**config.mk**
```make
export PLATFORM = sky130hd
export DESIGN_NAME = two_wire_slave_port
export DESIGN_NICKNAME = d
export VERILOG_FILES = /design/src/pkg/two_wire_pkg.sv /design/src/design/two_wire_slave_port.sv
export SDC_FILE = /design/constraint.sdc
export NUM_CORES = 1
export LEC_CHECK = 0
export BUFFER_PORTS_ARGS = -buffer_cell sky130_fd_sc_hd__buf_4
export CAP_MARGIN = 40
export CORE_ASPECT_RATIO = 1.25
export CORE_UTILIZATION = 55
export CTS_CLUSTER_DIAMETER = 30
export DETAILED_ROUTE_END_ITERATION = 10
export PLACE_DENSITY = 0.85
export SLEW_MARGIN = 10
export SYNTH_ARGS = -nofsm -noshare
export SYNTH_HDL_FRONTEND = slang
export SYNTH_SLANG_ARGS = --single-unit
```
**constraint.sdc**
```tcl
create_clock -name clk -period 4.9 [get_ports clk]
set_clock_uncertainty 0.2 [all_clocks]
set_input_delay 0.49 -clock clk [delete_from_list [all_inputs] [get_ports clk]]
set_output_delay 0.49 -clock clk [all_outputs]
set_load 0.1 [all_outputs]
```
**src/pkg/two_wire_pkg.sv**
```systemverilog
// constants, register map and carrier types of the two-wire slave port
package two_wire_pkg;

  // register indices; byte address is four times the index
  localparam logic [9:0]  IDX_CTRL      = 10'h09d;
  localparam logic [9:0]  IDX_ADDR      = 10'h09e;
  localparam logic [9:0]  IDX_DATA      = 10'h09f;
  localparam int unsigned APB_AW        = 12;

  // control/status field positions
  localparam int unsigned CTRL_EN_BIT   = 7;
  localparam int unsigned CTRL_IRQ_BIT  = 6;
  localparam int unsigned CTRL_GCA_BIT  = 4;
  localparam int unsigned CTRL_ACK_BIT  = 3;
  localparam int unsigned CTRL_ST_LSB   = 0;
  // own-address field positions
  localparam int unsigned ADDR_OWN_LSB  = 1;
  localparam int unsigned ADDR_GC_BIT   = 0;

  // reset values
  localparam logic [7:0]  CTRL_RST      = 8'h00;
  localparam logic [7:0]  ADDR_RST      = 8'h00;
  localparam logic [7:0]  DATA_RST      = 8'h00;

  localparam logic [6:0]  GC_ADDRESS    = 7'h00;
  localparam logic [3:0]  BITS_PER_BYTE = 4'h8;

  // reported state codes
  localparam logic [2:0]  CODE_IDLE     = 3'h0;
  localparam logic [2:0]  CODE_ADDR     = 3'h1;
  localparam logic [2:0]  CODE_RX       = 3'h2;
  localparam logic [2:0]  CODE_TX       = 3'h3;
  localparam logic [2:0]  CODE_TXNACK   = 3'h4;
  localparam logic [2:0]  CODE_TXEND    = 3'h5;

  typedef enum logic [2:0] {
    M_IDLE,
    M_ADDR,
    M_RX,
    M_TX,
    M_TXNACK,
    M_TXEND
  } mode_t;

  typedef struct packed {
    logic              psel;
    logic              penable;
    logic              pwrite;
    logic [APB_AW-1:0] paddr;
    logic [31:0]       pwdata;
  } apb_req_t;

  typedef struct packed {
    logic [31:0] prdata;
    logic        pready;
    logic        pslverr;
  } apb_rsp_t;

endpackage : two_wire_pkg

```
**src/design/two_wire_slave_port.sv**
```systemverilog
// two-wire slave port with apb register access and embedded checks

module two_wire_slave_port (
  input  wire logic                   clk,
  input  wire logic                   srst,
  input  wire two_wire_pkg::apb_req_t apb_req,
  output two_wire_pkg::apb_rsp_t      apb_rsp,
  input  wire logic                   scl_i,
  input  wire logic                   sda_i,
  output logic                        sda_o,
  output logic                        sda_oe
);
  import two_wire_pkg::*;

  function automatic logic [2:0] code_of(input mode_t m);
    case (m)
      M_IDLE:   code_of = CODE_IDLE;
      M_ADDR:   code_of = CODE_ADDR;
      M_RX:     code_of = CODE_RX;
      M_TX:     code_of = CODE_TX;
      M_TXNACK: code_of = CODE_TXNACK;
      M_TXEND:  code_of = CODE_TXEND;
      default:  code_of = CODE_IDLE;
    endcase
  endfunction : code_of

  function automatic logic hit(input logic [APB_AW-1:0] a, input logic [9:0] idx);
    hit = (a[APB_AW-1:2] == idx);
  endfunction : hit

  // line synchronisers and edge history
  logic       scl_s1_q, scl_s2_q, scl_p_q;
  logic       sda_s1_q, sda_s2_q, sda_p_q;

  // register fields
  logic       port_enable_q;
  logic       port_irq_flag_q;
  logic       general_call_hit_q;
  logic       ack_enable_q;
  logic [6:0] own_slave_address_q;
  logic       general_call_enable_q;
  logic [7:0] tx_byte_q;
  logic [7:0] rx_byte_q;

  // link engine
  mode_t      mode_q;
  logic [7:0] shift_q;
  logic [3:0] bit_cnt_q;
  logic       ack_phase_q;
  logic       read_dir_q;
  logic       drive_q;
  logic       master_not_acknowledge_q;

  always_ff @(posedge clk) begin
    if (srst) begin
      scl_s1_q <= 1'b1;
      scl_s2_q <= 1'b1;
      scl_p_q  <= 1'b1;
      sda_s1_q <= 1'b1;
      sda_s2_q <= 1'b1;
      sda_p_q  <= 1'b1;
    end else begin
      scl_s1_q <= scl_i;
      scl_s2_q <= scl_s1_q;
      scl_p_q  <= scl_s2_q;
      sda_s1_q <= sda_i;
      sda_s2_q <= sda_s1_q;
      sda_p_q  <= sda_s2_q;
    end
  end

  logic scl_rise, scl_fall, start_det, stop_det;
  assign scl_rise  = scl_s2_q & ~scl_p_q;
  assign scl_fall  = ~scl_s2_q & scl_p_q;
  assign start_det = scl_s2_q & scl_p_q & sda_p_q & ~sda_s2_q;
  assign stop_det  = scl_s2_q & scl_p_q & ~sda_p_q & sda_s2_q;

  // bus decode
  logic wr_en, rd_sel, sel_ctrl, sel_addr, sel_data;
  assign sel_ctrl = hit(apb_req.paddr, IDX_CTRL);
  assign sel_addr = hit(apb_req.paddr, IDX_ADDR);
  assign sel_data = hit(apb_req.paddr, IDX_DATA);
  assign wr_en    = apb_req.psel & apb_req.penable & apb_req.pwrite;
  assign rd_sel   = sel_ctrl | sel_addr | sel_data;

  // byte-level events
  logic byte_end, ack_end, addr_match, gc_match, addr_hit, rx_done, tx_done;
  logic active;
  assign active     = port_enable_q & (mode_q != M_IDLE);
  assign byte_end   = port_enable_q & scl_fall & ~ack_phase_q & (bit_cnt_q == BITS_PER_BYTE);
  assign ack_end    = port_enable_q & scl_fall & ack_phase_q;
  assign gc_match   = general_call_enable_q & (shift_q[7:1] == GC_ADDRESS)
                      & ~shift_q[0];
  assign addr_match = (shift_q[7:1] == own_slave_address_q) | gc_match;
  assign addr_hit   = byte_end & (mode_q == M_ADDR) & addr_match & ack_enable_q;
  assign rx_done    = byte_end & (mode_q == M_RX);
  assign tx_done    = byte_end & (mode_q == M_TX);

  // control register: enable and ack-enable
  always_ff @(posedge clk) begin
    if (srst) begin
      port_enable_q <= CTRL_RST[CTRL_EN_BIT];
      ack_enable_q  <= CTRL_RST[CTRL_ACK_BIT];
    end else if (wr_en && sel_ctrl) begin
      port_enable_q <= apb_req.pwdata[CTRL_EN_BIT];
      ack_enable_q  <= apb_req.pwdata[CTRL_ACK_BIT];
    end
  end

  // interrupt flag: any hardware event wins over a software clear
  logic irq_event;
  assign irq_event = addr_hit | rx_done | tx_done
                     | ((start_det | stop_det) & active & (mode_q != M_ADDR));
  always_ff @(posedge clk) begin
    if (srst) begin
      port_irq_flag_q <= CTRL_RST[CTRL_IRQ_BIT];
    end else if (irq_event) begin
      port_irq_flag_q <= 1'b1;
    end else if (wr_en && sel_ctrl && !apb_req.pwdata[CTRL_IRQ_BIT]) begin
      port_irq_flag_q <= 1'b0;
    end
  end

  // general-call flag: set on match, dropped at the next start or stop
  always_ff @(posedge clk) begin
    if (srst) begin
      general_call_hit_q <= CTRL_RST[CTRL_GCA_BIT];
    end else if (addr_hit && gc_match) begin
      general_call_hit_q <= 1'b1;
    end else if (start_det || stop_det || !port_enable_q) begin
      general_call_hit_q <= 1'b0;
    end
  end

  // own address and general-call enable
  always_ff @(posedge clk) begin
    if (srst) begin
      own_slave_address_q   <= ADDR_RST[7:ADDR_OWN_LSB];
      general_call_enable_q <= ADDR_RST[ADDR_GC_BIT];
    end else if (wr_en && sel_addr) begin
      own_slave_address_q   <= apb_req.pwdata[7:ADDR_OWN_LSB];
      general_call_enable_q <= apb_req.pwdata[ADDR_GC_BIT];
    end
  end

  // data buffer: transmit byte written by software, receive byte by hardware
  always_ff @(posedge clk) begin
    if (srst) begin
      tx_byte_q <= DATA_RST;
    end else if (wr_en && sel_data) begin
      tx_byte_q <= apb_req.pwdata[7:0];
    end
  end

  always_ff @(posedge clk) begin
    if (srst) begin
      rx_byte_q <= DATA_RST;
    end else if (rx_done && ack_enable_q) begin
      rx_byte_q <= shift_q;
    end
  end

  // bit counter, shifter and acknowledge phase
  always_ff @(posedge clk) begin
    if (srst) begin
      shift_q     <= DATA_RST;
      bit_cnt_q   <= 4'h0;
      ack_phase_q <= 1'b0;
      master_not_acknowledge_q <= 1'b0;
    end else if (!port_enable_q || start_det || stop_det) begin
      bit_cnt_q   <= 4'h0;
      ack_phase_q <= 1'b0;
    end else if (scl_rise && !ack_phase_q && mode_q inside {M_ADDR, M_RX, M_TX}) begin
      shift_q   <= {shift_q[6:0], sda_s2_q};
      bit_cnt_q <= bit_cnt_q + 4'h1;
    end else if (scl_rise && ack_phase_q) begin
      master_not_acknowledge_q <= sda_s2_q;
    end else if (byte_end) begin
      bit_cnt_q   <= 4'h0;
      ack_phase_q <= (mode_q != M_ADDR) | addr_hit;
    end else if (ack_end) begin
      ack_phase_q <= 1'b0;
      if ((mode_q == M_ADDR && read_dir_q) || (mode_q == M_TX && !master_not_acknowledge_q)) begin
        shift_q <= tx_byte_q;
      end
    end
  end

  // direction latched from the address frame
  always_ff @(posedge clk) begin
    if (srst) begin
      read_dir_q <= 1'b0;
    end else if (addr_hit) begin
      read_dir_q <= shift_q[0] & ~gc_match;
    end
  end

  // transfer state
  always_ff @(posedge clk) begin
    if (srst) begin
      mode_q <= M_IDLE;
    end else if (!port_enable_q) begin
      mode_q <= M_IDLE;
    end else if (stop_det) begin
      mode_q <= M_IDLE;
    end else if (start_det) begin
      mode_q <= M_ADDR;
    end else if (byte_end && mode_q == M_ADDR && !addr_hit) begin
      mode_q <= M_IDLE;
    end else if (ack_end) begin
      case (mode_q)
        M_ADDR:  mode_q <= read_dir_q ? M_TX : M_RX;
        M_RX:    mode_q <= ack_enable_q ? M_RX : M_IDLE;
        M_TX: begin
          if (master_not_acknowledge_q) begin
            mode_q <= M_TXNACK;
          end else if (!ack_enable_q) begin
            mode_q <= M_TXEND;
          end else begin
            mode_q <= M_TX;
          end
        end
        default: mode_q <= mode_q;
      endcase
    end
  end

  // data line drive: acknowledge low and transmitted zero bits only
  always_ff @(posedge clk) begin
    if (srst) begin
      drive_q <= 1'b0;
    end else if (!port_enable_q || start_det || stop_det) begin
      drive_q <= 1'b0;
    end else if (byte_end) begin
      drive_q <= addr_hit | (rx_done & ack_enable_q);
    end else if (ack_end) begin
      if (mode_q == M_ADDR && read_dir_q) begin
        drive_q <= ~tx_byte_q[7];
      end else if (mode_q == M_TX && !master_not_acknowledge_q && ack_enable_q) begin
        drive_q <= ~tx_byte_q[7];
      end else begin
        drive_q <= 1'b0;
      end
    end else if (scl_fall && mode_q == M_TX && !ack_phase_q) begin
      drive_q <= ~shift_q[7];
    end
  end

  assign sda_o  = 1'b0;
  assign sda_oe = drive_q;

  // apb answer: zero wait states, error on unmapped address
  logic [7:0] rd_byte;
  always_comb begin
    rd_byte = 8'h00;
    if (sel_ctrl) begin
      rd_byte = {port_enable_q, port_irq_flag_q, 1'b0, general_call_hit_q,
                 ack_enable_q, code_of(mode_q)};
    end else if (sel_addr) begin
      rd_byte = {own_slave_address_q, general_call_enable_q};
    end else if (sel_data) begin
      rd_byte = rx_byte_q;
    end
  end

  assign apb_rsp.prdata  = {24'h00_0000, rd_byte};
  assign apb_rsp.pready  = 1'b1;
  assign apb_rsp.pslverr = apb_req.psel & apb_req.penable & ~rd_sel;

  // checks
  property p_disabled_idle;
    @(posedge clk) disable iff (srst)
    !port_enable_q |=> (code_of(mode_q) == CODE_IDLE) && !sda_oe;
  endproperty
  a_disabled_idle: assert property (p_disabled_idle)
    else $error("port acts while disabled");

  property p_stop_idle;
    @(posedge clk) disable iff (srst)
    port_enable_q && stop_det |=> code_of(mode_q) == CODE_IDLE;
  endproperty
  a_stop_idle: assert property (p_stop_idle)
    else $error("stop did not return to idle");

  property p_start_addr;
    @(posedge clk) disable iff (srst)
    port_enable_q && start_det |=> code_of(mode_q) == CODE_ADDR;
  endproperty
  a_start_addr: assert property (p_start_addr)
    else $error("start did not enter address state");

  property p_irq_sticky;
    @(posedge clk) disable iff (srst)
    port_irq_flag_q && !(wr_en && sel_ctrl) |=> port_irq_flag_q;
  endproperty
  a_irq_sticky: assert property (p_irq_sticky)
    else $error("interrupt flag cleared by hardware");

  property p_addr_irq_ack;
    @(posedge clk) disable iff (srst)
    addr_hit |=> port_irq_flag_q && sda_oe && ack_phase_q;
  endproperty
  a_addr_irq_ack: assert property (p_addr_irq_ack)
    else $error("address match without flag or acknowledge");

  property p_rx_byte;
    @(posedge clk) disable iff (srst)
    rx_done && ack_enable_q |=> rx_byte_q == $past(shift_q) && port_irq_flag_q;
  endproperty
  a_rx_byte: assert property (p_rx_byte)
    else $error("received byte not stored");

  property p_nack_state;
    @(posedge clk) disable iff (srst)
    ack_end && mode_q == M_TX && master_not_acknowledge_q && !stop_det && !start_det
      |=> code_of(mode_q) == CODE_TXNACK ##1 !sda_oe;
  endproperty
  a_nack_state: assert property (p_nack_state)
    else $error("master nack did not enter state 100");

  property p_gc_flag;
    @(posedge clk) disable iff (srst)
    addr_hit && gc_match |=> general_call_hit_q && !read_dir_q;
  endproperty
  a_gc_flag: assert property (p_gc_flag)
    else $error("general call not flagged");

  property p_rx_refuse;
    @(posedge clk) disable iff (srst)
    rx_done && !ack_enable_q |=> !sda_oe;
  endproperty
  a_rx_refuse: assert property (p_rx_refuse)
    else $error("acknowledged while refusing");

endmodule : two_wire_slave_port

```
==> qor.yml <==
critical_path:
  critical_path_peak_fanout: 18
  reg2reg_from: "mode_q[1]$_SDFFE_PP0P_"
  slowest_stage: "nand4b_1"
  setup.worst_path.class: "in -> out"
  worst_path_largest_cell_delay_ps: 570
  cp_num_buf_inv: 2
  cp.depth: 7
  arrival_ps: 2510
  path_cells: "buf_4, nor4b_1, nand4b_1, and3_1, a21oi_1, o32ai_1, buf_4"
  cp-end-kind: "primary output"
  reg2regPathDepth: 5
  regToRegSetupSlack_ps: 2340
  reg2reg_to: "shift_q[5]$_SDFFE_PP0P_"
  crit_top_cell: "buf_4"
  cp_data_required_time_ps: 4210
  startpoint: "apb_req[43]"
  path_delay_family: "simple AND/OR/NAND/NOR gates"
  cp-start-kind: "input port"
  critPathCapture: "apb_rsp[4]"
synthesis:
  yosysWarnings: 0
  synth_xor_area_share_pct: 3.12
  synth_mux_area_share_pct: 9.97
  synth_area_um2: 2810
  synth_edf_count: 0
  seq_area_frac_synth_pct: 37.8
  synth-simple-area-share_pct: 22.5
  yosys.area.top_type: "dfxtp_1"
  ys_async_sr_fraction_pct: 0
  synth_area_per_cell_um2: 8.62
  netlist.area_leader.share_pct: 37.8
  synth.distinct_cells: 52
  synth.area.top_cells: "dfxtp_1, mux2i_1, buf_4, nor2_1, nand2_1"
  synth_top_family_by_area: "simple AND/OR/NAND/NOR gates"
  ys_ff_latch: 53
  synth_fa_ha_area_share_pct: 0.890
  synth_ff_type: "dfxtp_1"
  syn_inst: 326
  synth_compound_area_share_pct: 13.2
clock_network:
  post_cts_buffers: 0
  cts.reportedPaths.clkPinSlew_ps: 100
  clk_latency_ps: 310
  cts_resized: 0
  cts-buffers-inserted: 5
  root_buffer: "clkbuf_8"
  cts_num_sinks: 53
  hold_buffers: 0
  cts_tree: "done"
  htreeDepth: 2
  cts.path.max_buffers: 2
global_routing:
  grt_pass1_wl_um: 9690
  grt_max_degree: 44
  grt.overflow.total: 0
  antenna_found_initial: 0
  grt_pass1_vias: 2041
  grt_use_total_pct: 24.0
route:
  ant_nets: 0
  route.detailed.drc: 0
  avgViaCountPerCell: 5.47
  wl_per_cell_um: 14.9
  wl_um: 6100
  drt_iter0_markers: 126
  drt-pass1-iter-count: 4
  vias: 2236
pwr:
  irDropWorstVdd_mv: 0.208
  p_per_area_nw_per_um2: 266
  power_uw: 802
  power_leakage_uw: 0.00126
sta:
  relSlewSlack_pct: 51.6
  max_freq_mhz: 312
  fin_hold_ws_ps: 157
  fin_ws_ps: 1700
  finalSetupViolCount: 0
  fin_setup_tns_ps: 0
  slew_violations: 0
  tightest_slew_ps: 725
  period_share_pct: 65.4
  rsz0062_at_grt: "false"
  hold_viol: 0
  period_minus_slack_ps: 3200
placement:
  gp_congestion: 0.889
  pre_cts_ws_ps: 1710
  io_buffers: 34
  dpl.hpwl_um: 4520
min_path:
  hold_class: "in -> reg"
floorplan:
  rows: 28
  dieArea_um2: 5400
  core_area_um2: 4830
  pin_count: 87
  die_w_um: 65.9
  fp.dieH_um: 81.9
  initial_core_util_pct: 58.1
outcome:
  status: "finished, final reports clean"
final_layout:
  area_delta_synth_final_pct: 7.48
  diodes: 0
  layout_common_cells: "dfxtp_1, nor2_1, buf_4, nand2_1, mux2i_1"
  finalNetCount: 401
  final_common_cell: "dfxtp_1"
  num-fill-cells: 421
  drive_gt1_share_pct: 15.8
job:
  drv_cap: 0
==> worst min path at each step <==
| stage | depth (start not counted) | to | startpoint | slack [ps] |
|---|---|---|---|---|
| floorplan | 1 | scl_s2_q$_SDFF_PP1_ | scl_s1_q$_SDFF_PP1_ | 190 |
| global placement | 1 | scl_s2_q$_SDFF_PP1_ | scl_s1_q$_SDFF_PP1_ | 190 |
| detailed placement | 1 | sda_s2_q$_SDFF_PP1_ | sda_s1_q$_SDFF_PP1_ | 190 |
| CTS | 2 | scl_s1_q$_SDFF_PP1_ | scl_i | 150 |
| global route | 2 | scl_s1_q$_SDFF_PP1_ | scl_i | 140 |
| finish | 2 | scl_s1_q$_SDFF_PP1_ | scl_i | 160 |
==> cell families (layout without fill, tap and decap cells) <==
family	count (synthesis)	count (layout)
other	2	26
DFF	53	53
buffers and inverters	55	54
AOI/OAI and AO/OA	49	49
and+or+nand+nor	127	127
xor gates and xnor gates	10	10
muxes	28	28
adders and majority gates	2	2
==> area by class of cell <==
cell class	instances	area, um2	share of cell area, %
multi-input combinational	242	1490	49.5
sequential	53	1060	35.1
timing repair buffer	35	263	8.70
tap	60	75.1	2.49
clock buffer	6	72.6	2.40
inverter	11	41.3	1.37
clock inverter	2	13.8	0.456
==> sequential cells by signal, indices dropped and copies added, names as in the netlist, 3 cells and up <==
| signal | cells |
|---|---|
| bit_cnt_q | 4 |
| tx_byte_q | 8 |
| rx_byte_q | 8 |
| mode_q | 3 |
| own_slave_address_q | 7 |
| shift_q | 8 |
==> cells in the mapped netlist, types with 3 or more instances <==
master	instances
and3_1	7
nor4_1	4
nand3_1	5
nand4_1	5
a21oi_1	12
nand2_1	34
xor2_1	5
buf_6	4
dfxtp_1	53
clkbuf_1	9
o21ai_0	5
nor2b_1	5
buf_4	28
a311oi_1	7
inv_1	11
nor2_1	45
or2_2	5
buf_2	3
o22ai_1	6
mux2i_1	28
xnor2_1	5
==> metrics by stage <==
step           instance area (um2)  cells  util [%]
6_report                      3020    409      62.5
5_1_grt                       3020    409      62.5
4_1_cts                       3020    409      62.5
3_5_place_dp                  2930    401      60.7
3_3_place_gp                  2930    401      60.7
2_1_floorplan                 2900    350         -
==> per-layer routing <==
metal  vias up  wire length [um]  global-route usage [%]
met2        41              3280                    42.2
met1      1058              2550                    27.5
met5         -                 0                       0
li1       1127                 -                       -
met3        10               156                    4.58
met4         0               114                    11.7
==> power by group <==
part | switching (uW) | leakage (uW) | total, uW | internal [uW]
sequential | 1.74 | 0.000428 | 434 | 432
combinational | 105 | 0.000788 | 122 | 16.7
clock | 144 | 0.0000456 | 246 | 102
Power figures use the tool's default switching activity.
